==> config.mk <==
export PLATFORM = sky130hd
export DESIGN_NAME = host_reg_port
export DESIGN_NICKNAME = d
export VERILOG_FILES = /design/src/hw/host_port_pkg.sv /design/src/hw/reg_access_if.sv /design/src/hw/host_reg_port.sv /design/src/hw/reg_store.sv
export VERILOG_INCLUDE_DIRS = /design/src /design/src/hw
export SDC_FILE = /design/constraint.sdc
export NUM_CORES = 2
export LEC_CHECK = 0
export BUFFER_PORTS_ARGS = -buffer_cell sky130_fd_sc_hd__buf_2
export CAP_MARGIN = 10
export CORE_UTILIZATION = 60
export DETAILED_ROUTE_END_ITERATION = 6
export MAX_ROUTING_LAYER = met4
export PLACE_DENSITY = 0.81
export SLEW_MARGIN = 10
export SYNTH_ARGS = -nofsm -noshare
export SYNTH_HDL_FRONTEND = slang
export SYNTH_SLANG_ARGS = --single-unit
==> constraint.sdc <==
create_clock -name clk -period 6.2 [get_ports clk]
set_input_delay 1.24 -clock clk [delete_from_list [all_inputs] [get_ports clk]]
set_output_delay 1.24 -clock clk [all_outputs]
set_load 0.005 [all_outputs]
==> src/hw/host_port_map.svh <==
// Purpose: Constants for the parallel host register port
// Assumes: 250 MHz core clock
// Notes:   Times in ns and us, cycle counts derived from them
`ifndef HOST_PORT_MAP_SVH
`define HOST_PORT_MAP_SVH
`define CLK_PERIOD_NS      4
`define ASYNC_RDY_MAX_NS   65
`define ASYNC_RDY_CYC      (`ASYNC_RDY_MAX_NS / `CLK_PERIOD_NS)
`define SYNC_RDY_HCLKS     2
`define RESET_MIN_US       5
`define RESET_MIN_CYC      ((`RESET_MIN_US * 1000) / `CLK_PERIOD_NS)
`define ALARM_STATUS_ADDR  8'h03
`define ALARM_STATUS_RST   8'h00
`define CTRL_REG_RST       8'h00
`define NUM_REGS           256
`endif

==> src/hw/host_port_pkg.sv <==
// Purpose: Types for the parallel host register port
// Assumes: Constants come from host_port_map.svh
// Notes:   None
package host_port_pkg;
	typedef enum logic [1:0] {
		st_idle,
		st_wait,
		st_ready,
		st_done
	} port_state_t;
	typedef logic [7:0] byte_t;
endpackage

==> src/hw/reg_access_if.sv <==
// Purpose: Register access carrier between port control and register file
// Assumes: One clock
// Notes:   Write and read are one-cycle strobes
`timescale 1ns/1ns
interface reg_access_if;
	logic [7:0] addr;
	logic [7:0] wdata;
	logic [7:0] rdata;
	logic       wr_stb;
	logic       rd_stb;
	modport ctrl (output addr, output wdata, output wr_stb, output rd_stb, input rdata);
	modport regs (input addr, input wdata, input wr_stb, input rd_stb, output rdata);
endinterface

==> src/hw/host_reg_port.sv <==
// Purpose: Parallel host port reaching the on-chip registers
// Assumes: Pins are asynchronous to clk and pass two flops first
// Notes:   Reset pin is folded into the core reset with a minimum hold
`timescale 1ns/1ns
`include "host_port_map.svh"

// How it works
// Strap low selects asynchronous timing, high selects host clock timing.
// Synchronous mode times accesses from host clock; period at least 15 ns.
// Eight-bit direct address picks one register, no paging.
// Strobes are ignored unless unit select is low.
// Host sets address and select before any strobe.
// Read strobe falling with select low starts read, enables data drivers.
// Write strobe falling with select low starts write, data bus input.
// Host drives write data before lowering write strobe.
// Ready low marks the cycle complete and next command accepted.
// Ready on read means valid data; on write, data stored.
// Asynchronous mode: ready within 65 ns of the strobe.
// Synchronous mode: ready two host clock periods after the strobe.
// Host ends a read by raising read strobe after ready.
// Host raises select after each cycle before the next command.
// Interrupt low on alarm change, released once status is read.
// Both polled and interrupt-driven use are supported.
// Low reset input resets the device and its registers.
// Reset held at least 5 us; registers take defaults afterwards.
// Synchronous mode samples on host clock rises; ready held until strobe release.
module host_reg_port
	import host_port_pkg::*;
(
	input  wire logic       clk,        // Core clock 250 MHz
	input  wire logic       rst,        // Core reset
	input  wire logic       pmode,      // Timing strap
	input  wire logic       pclk,       // Host bus clock pin
	input  wire logic [7:0] addr,       // Address pins
	input  wire logic [7:0] d_in,       // Data pins in
	output logic      [7:0] d_out,      // Data pins out
	output logic            d_oe_n,     // Data drive enable, low drives
	input  wire logic       cs_n,       // Unit select
	input  wire logic       rd_n,       // Read strobe
	input  wire logic       wr_n,       // Write strobe
	output logic            rdy_n,      // Ready
	output logic            int_n,      // Interrupt
	input  wire logic       reset_n,    // Device reset pin
	input  wire logic [7:0] alarm_ev,   // Alarm change pulses
	output logic            in_reset    // Device held in reset
);
	// Two-flop synchronisers
	logic [12:0] s1_ff;
	logic [12:0] s2_ff;
	wire  [12:0] pin_vec = {pmode, pclk, reset_n, cs_n, rd_n, wr_n, addr[6:0]};
	logic        a7_s1_ff;
	logic        a7_s2_ff;
	byte_t       din_s1_ff;
	byte_t       din_s2_ff;

	always_ff @(posedge clk) begin
		s1_ff <= pin_vec;
		s2_ff <= s1_ff;
		a7_s1_ff <= addr[7];
		a7_s2_ff <= a7_s1_ff;
		din_s1_ff <= d_in;
		din_s2_ff <= din_s1_ff;
	end

	wire       pmode_s   = s2_ff[12];
	wire       pclk_s    = s2_ff[11];
	wire       reset_n_s = s2_ff[10];
	wire       cs_n_s    = s2_ff[9];
	wire       rd_n_s    = s2_ff[8];
	wire       wr_n_s    = s2_ff[7];
	wire [7:0] addr_s    = {a7_s2_ff, s2_ff[6:0]};

	// Reset pin stretch and hold
	logic [10:0] rst_cnt_ff;
	logic [10:0] nxt_rst_cnt;
	wire         rst_load = rst || !reset_n_s;
	wire         rst_hold = (rst_cnt_ff != 11'h000);
	wire         dev_rst  = rst || rst_hold || !reset_n_s;

	// Any reset reloads the full hold, so a short pin pulse still lasts 5 us
	always_comb begin
		nxt_rst_cnt = rst_cnt_ff;
		if (rst_load)
			nxt_rst_cnt = 11'(`RESET_MIN_CYC);
		else if (rst_hold)
			nxt_rst_cnt = rst_cnt_ff - 11'h001;
	end

	always_ff @(posedge clk) begin
		rst_cnt_ff <= nxt_rst_cnt;
	end
	assign in_reset = dev_rst;

	// Strap captured after reset release
	logic sync_mode_ff;
	logic strap_done_ff;
	always_ff @(posedge clk) begin
		if (dev_rst) begin
			sync_mode_ff  <= 1'b0;
			strap_done_ff <= 1'b0;
		end else if (!strap_done_ff) begin
			sync_mode_ff  <= pmode_s;
			strap_done_ff <= 1'b1;
		end
	end

	// Host clock rising edge as an enable
	logic pclk_d_ff;
	always_ff @(posedge clk) begin
		pclk_d_ff <= pclk_s;
	end
	wire pclk_rise = pclk_s && !pclk_d_ff;
	wire sample_en = sync_mode_ff ? pclk_rise : 1'b1;

	// Access detection
	wire rd_act = !cs_n_s && !rd_n_s;
	wire wr_act = !cs_n_s && !wr_n_s;
	wire strobe_act = rd_act || wr_act;

	// Alarm status lives in the register store
	logic alarm_pend;

	reg_access_if acc ();
	reg_store u_store (
		.clk        (clk),
		.rst        (dev_rst),
		.bus        (acc),
		.alarm_ev   (alarm_ev),
		.alarm_pend (alarm_pend)
	);

	// Transfer state
	port_state_t state_ff;
	port_state_t nxt_state;
	logic        is_read_ff;
	logic [1:0]  hclk_cnt_ff;
	byte_t       addr_ff;
	byte_t       wdata_ff;
	logic        rd_oe_ff;
	logic        rdy_n_ff;
	logic        int_n_ff;

	// State decodes
	wire in_idle  = (state_ff == st_idle);
	wire in_wait  = (state_ff == st_wait);
	wire in_ready = (state_ff == st_ready);
	wire in_done  = (state_ff == st_done);

	// Take, count and finish an access
	wire       start     = in_idle && sample_en && strobe_act;
	wire       hclk_ok   = !sync_mode_ff || (hclk_cnt_ff == 2'(`SYNC_RDY_HCLKS - 1));
	wire       go_ready  = in_wait && sample_en && hclk_ok;
	wire       released  = sample_en && !strobe_act;
	wire       hclk_tick = in_wait && pclk_rise;
	wire [1:0] hclk_inc  = hclk_cnt_ff + 2'h1;

	always_comb begin
		nxt_state = state_ff;
		unique case (state_ff)
			st_idle:  if (start) nxt_state = st_wait;
			st_wait:  if (go_ready) nxt_state = st_ready;
			st_ready: nxt_state = st_done;
			st_done:  if (released) nxt_state = st_idle;
		endcase
	end

	// Access fields held from the taking edge; write data is sampled there too
	wire        nxt_is_read  = start ? rd_act : is_read_ff;
	wire byte_t nxt_addr     = start ? addr_s : addr_ff;
	wire byte_t nxt_wdata    = start ? din_s2_ff : wdata_ff;
	wire [1:0]  nxt_hclk_cnt = start ? 2'h0 : (hclk_tick ? hclk_inc : hclk_cnt_ff);

	// Pin-side outputs
	wire rd_busy    = !in_idle || start;
	wire rd_ending  = released && in_done;
	wire nxt_rd_oe  = rd_act && rd_busy && !rd_ending;
	wire ready_hold = in_done && !released;
	wire nxt_rdy_n  = !(in_ready || ready_hold);
	wire nxt_int_n  = !alarm_pend;

	// Core transfer registers
	always_ff @(posedge clk) begin
		if (dev_rst) begin
			state_ff    <= st_idle;
			is_read_ff  <= 1'b0;
			hclk_cnt_ff <= 2'h0;
			addr_ff     <= 8'h00;
			wdata_ff    <= 8'h00;
		end else begin
			state_ff    <= nxt_state;
			is_read_ff  <= nxt_is_read;
			hclk_cnt_ff <= nxt_hclk_cnt;
			addr_ff     <= nxt_addr;
			wdata_ff    <= nxt_wdata;
		end
	end

	// Output flops; ready drops only after the release is seen
	always_ff @(posedge clk) begin
		if (dev_rst) begin
			rd_oe_ff <= 1'b0;
			rdy_n_ff <= 1'b1;
			int_n_ff <= 1'b1;
		end else begin
			rd_oe_ff <= nxt_rd_oe;
			rdy_n_ff <= nxt_rdy_n;
			int_n_ff <= nxt_int_n;
		end
	end

	// Register store access strobes
	assign acc.addr   = addr_ff;
	assign acc.wdata  = wdata_ff;
	assign acc.wr_stb = go_ready && !is_read_ff;
	assign acc.rd_stb = go_ready && is_read_ff;

	// Pins
	assign rdy_n  = rdy_n_ff;
	assign int_n  = int_n_ff;
	assign d_out  = acc.rdata;
	assign d_oe_n = !rd_oe_ff;
endmodule

==> src/hw/reg_store.sv <==
// Purpose: Register array behind the host port
// Assumes: Reset is synchronous active high
// Notes:   Alarm status is sticky, cleared by a read; the set wins
`timescale 1ns/1ns
`include "host_port_map.svh"
module reg_store
	import host_port_pkg::*;
(
	input  wire logic clk,          // Core clock
	input  wire logic rst,          // Reset
	reg_access_if.regs bus,         // Access strobes
	input  wire logic [7:0] alarm_ev, // Alarm change pulses
	output logic      alarm_pend    // Any alarm pending
);
	byte_t mem_ff [`NUM_REGS];
	byte_t rdata_ff;
	byte_t alarm_ff;
	wire   is_alarm = (bus.addr == `ALARM_STATUS_ADDR);
	wire   clr_alarm = bus.rd_stb && is_alarm;
	wire   byte_t nxt_alarm = (clr_alarm ? 8'h00 : alarm_ff) | alarm_ev;

	assign bus.rdata = rdata_ff;
	assign alarm_pend = |alarm_ff;

	always_ff @(posedge clk) begin
		if (rst) begin
			alarm_ff <= `ALARM_STATUS_RST;
			rdata_ff <= 8'h00;
		end else begin
			alarm_ff <= nxt_alarm;
			if (bus.rd_stb)
				rdata_ff <= is_alarm ? alarm_ff : mem_ff[bus.addr];
		end
	end

	always_ff @(posedge clk) begin
		if (rst) begin
			for (int i = 0; i < `NUM_REGS; i++)
				mem_ff[i] <= `CTRL_REG_RST;
		end else if (bus.wr_stb) begin
			mem_ff[bus.addr] <= bus.wdata;
		end
	end
endmodule

==> results.sh <==
export IMPL_synth_main_ff_cell="edfxtp_1"
export IMPL_start_util_pct=60.5
export IMPL_fin_nets=6723
export IMPL_clk_pin_slew_ns=0.06
export IMPL_place_gp_congestion=0.989
export IMPL_root_buffer="clkbuf_16"
export IMPL_worstSkewPairLatency_ns=0.90
export IMPL_grt_usage_pct=34.6
export IMPL_hold_start="s1_ff[2]"
export IMPL_p_int_w=0.0232
export IMPL_instances_no_fill=9039
export IMPL_clock_sinks=2154
export IMPL_fp_dieArea_sq_mm=0.166
export IMPL_synth_edf_count=2048
export IMPL_setup_viol=0
export IMPL_drive_gt1_share_pct=16.8
export IMPL_p_sw_share_pct=19.9
export IMPL_rsz0062_at_grt="no"
export IMPL_syn_area_sq_mm=0.0986
export IMPL_hold_buffers=0
export IMPL_drtAntennaViolNets=0
export IMPL_avgSynthCellArea_sq_um=14.6
export IMPL_crit_required_ns=6.99
export IMPL_drc=0
export IMPL_cts_buffers=208
export IMPL_grt_pass1_vias=58900
export IMPL_drv_slew=1
export IMPL_whs_ns=0.326
export IMPL_synthCells=6758
export IMPL_grt_pass1_wl_mm=405
export IMPL_ctsLongestPathBuffers=3
export IMPL_dp_hpwl_mm=177
export IMPL_synth_fp_nets=6798
export IMPL_ys_ff_latch=2154
export IMPL_wl_per_cell_um=30.9
export IMPL_hold_class="register to register"
export IMPL_p_comb_share_pct=0.1
export IMPL_overflow=0
export IMPL_outcome="finished with violations"
export IMPL_cp_slowest_cell="nor4_1"
export IMPL_cp_max_fo=24
export IMPL_wirelength_mm=279
export IMPL_power_switching_w=0.00577
export IMPL_min_period_ns=4.88
export IMPL_post_cts_buffers=0
export IMPL_place_inst=8646
export IMPL_io_pins=44
export IMPL_firstDrtPassIters=7
export IMPL_start_kind="register"
export IMPL_cts_resized_gates=0
export IMPL_fmax_ghz=0.205
export IMPL_clockPowerShare_pct=45.7
export IMPL_vias=60600
export IMPL_seq_area_frac_synth_pct=64.5
export IMPL_path_buf_inv=1
export IMPL_cp_slowest_stage_delay_ns=1.24
export IMPL_finalHoldViolCount=0
export IMPL_tns_ns=0
export IMPL_violations="max-capacitance violations, max-slew violations"
export IMPL_path_delay_family="simple AND/OR/NAND/NOR gates"
export IMPL_die_x_um=407
export IMPL_drv_cap=1
export IMPL_vdd_ir_drop_max_uv=304
export IMPL_async_flop_share_pct=0
export IMPL_seqPwrFrac_pct=54.2
export IMPL_cp_arrival_ns=5.68
export IMPL_fin_util_pct=66.4
export IMPL_antenna_found_initial=8
export IMPL_yosysWarnings=0
export IMPL_die_y_um=407
export IMPL_drt_initial_drc_count=9492
export IMPL_syn2layout_area_growth_pct=9.82
export IMPL_finalCritPeriodShare_pct=78.8
export IMPL_htreeDepth=4
export IMPL_grt_max_degree=193
export IMPL_synth_cell_types=72
export IMPL_p_leak_nw=41.2
export IMPL_rows=148
export IMPL_power_density_mw_per_mm2=267
export IMPL_critPathKind="register to register"
export IMPL_port_buffer_count=43
export IMPL_relSlewSlack_pct=-0.253
export IMPL_cts_tree="built"
export IMPL_path_cells="inv_4 -> nand2_1 -> nor2_1 -> a22oi_1 -> o221ai_1 -> nor4_1 -> a2111oi_0 -> a221oi_1"
export IMPL_final_cell_mix="2,062 x and2_1, 2,048 x edfxtp_1, 457 x mux4_2"
export IMPL_coreArea_sq_mm=0.163
export IMPL_via_per_inst=6.71
export IMPL_final_common_cell="and2_1"
export IMPL_finalClockSkew_ns=0.0659
export IMPL_tightest_slew_ns=1.48
export IMPL_worstSetupEndpointType="register"
[layer usage]
metal / vias up / part of all wire, % / global-route usage [%]
met4: 0 / 6.9 / 19.6
met5: - / 0 / -
met3: 960 / 14 / 9.33
met2: 4739 / 45 / 50.6
li1: 24700 / - / -
met1: 30200 / 34 / 44.1
[synth_stat cells (all sizes together), types with 36 or more instances]
cell type  count  share of area, %
a21oi         75              0.38
edfxtp      2048                62
nand2        137              0.52
nand3         45              0.24
clkbuf       388               1.5
a22oi         36              0.27
o21ai        298               1.5
o221ai        54              0.48
mux4         457                10
buf          159              0.98
nor3          57              0.30
mux2i        183               1.9
and2        2065                13
dfxtp        106               2.2
nor2         351               1.7
o22ai         60              0.38
[power groups by stage]
stage	Sequential [W]	Combinational (W)	Clock (W)
after global routing	0.0157	0.0000426	0.0137
after global placement	0.0160	0.0000394	0
final	0.0157	0.0000399	0.0132
after floorplan	0.0160	0.0000185	0
after detailed placement	0.0160	0.0000399	0
after CTS	0.0157	0.0000403	0.0132
[worst paths after layout]
kind                          endpoint  slack [ns]  cells after the start
hold reg to reg               s2_ff[2]        0.33                      0
hold / removal                s2_ff[2]        0.33                      0
setup / recovery  u_store.bus.rdata[7]        1.32                      8
setup reg to reg  u_store.bus.rdata[7]        1.32                      8
[per-stage QoR]
step / total power (W) / setup WS [ns] / instance area [sq um]
2_1_floorplan: 0.0160 / 2.45 / 98600
3_3_place_gp: 0.0160 / 1.30 / 101000
3_5_place_dp: 0.0160 / 1.08 / 101000
4_1_cts: 0.0289 / 1.50 / 108000
5_1_grt: 0.0295 / 1.18 / 108000
6_report: 0.0289 / 1.32 / 108000
[worst register-to-register path: stages (launching register included)]
cell and delay (ns):
dfxtp_4 0.68, inv_4 0.35, nand2_1 0.50, nor2_1 0.26, a22oi_1 0.97, o221ai_1 0.29, nor4_1 1.24, a2111oi_0 0.21
a221oi_1 0.29
[kinds of logic (layout without fill, tap and decap cells)]
| group | after synthesis | after routing | synth area share (%) |
|---|---|---|---|
| simple gates | 2755 | 2755 | 16.5 |
| xor+xnor | 6 | 6 | 0.0533 |
| compound gates | 628 | 628 | 3.89 |
| flops | 2154 | 2154 | 64.5 |
| buf+inv | 563 | 664 | 2.52 |
| fa+ha+maj | 8 | 8 | 0.102 |
| mux | 644 | 644 | 12.3 |
| other cells | 0 | 5 | 0 |
[state kept, by name, summed over array words and instances (netlist names), named ones only]
name	count
rst_cnt_ff	11
din_s2_ff	8
s1_ff	13
u_store.bus.rdata	8
u_store.mem_ff	2048
sync_mode_ff	1
rd_oe_ff	1
din_s1_ff	8
hclk_cnt_ff	2
acc.wdata	8
a7_s2_ff	1
state_ff	2
u_store.alarm_ff	8
int_n	1
pclk_d_ff	1
is_read_ff	1
rdy_n	1
acc.addr	8
s2_ff	13
a7_s1_ff	1
strap_done_ff	1
[layout make-up]
type	instances	area (sq um)
Inverter	16	62.6
Clock inverter	134	1610
Sequential cell	2154	63700
Timing Repair Buffer	262	2150
Multi-Input combinational cell	4041	32500
Antenna cell	5	12.5
Tap cell	2175	2720
Clock buffer	252	5480
Fill cell	10800	54700
(Power assumes the default switching activity.)
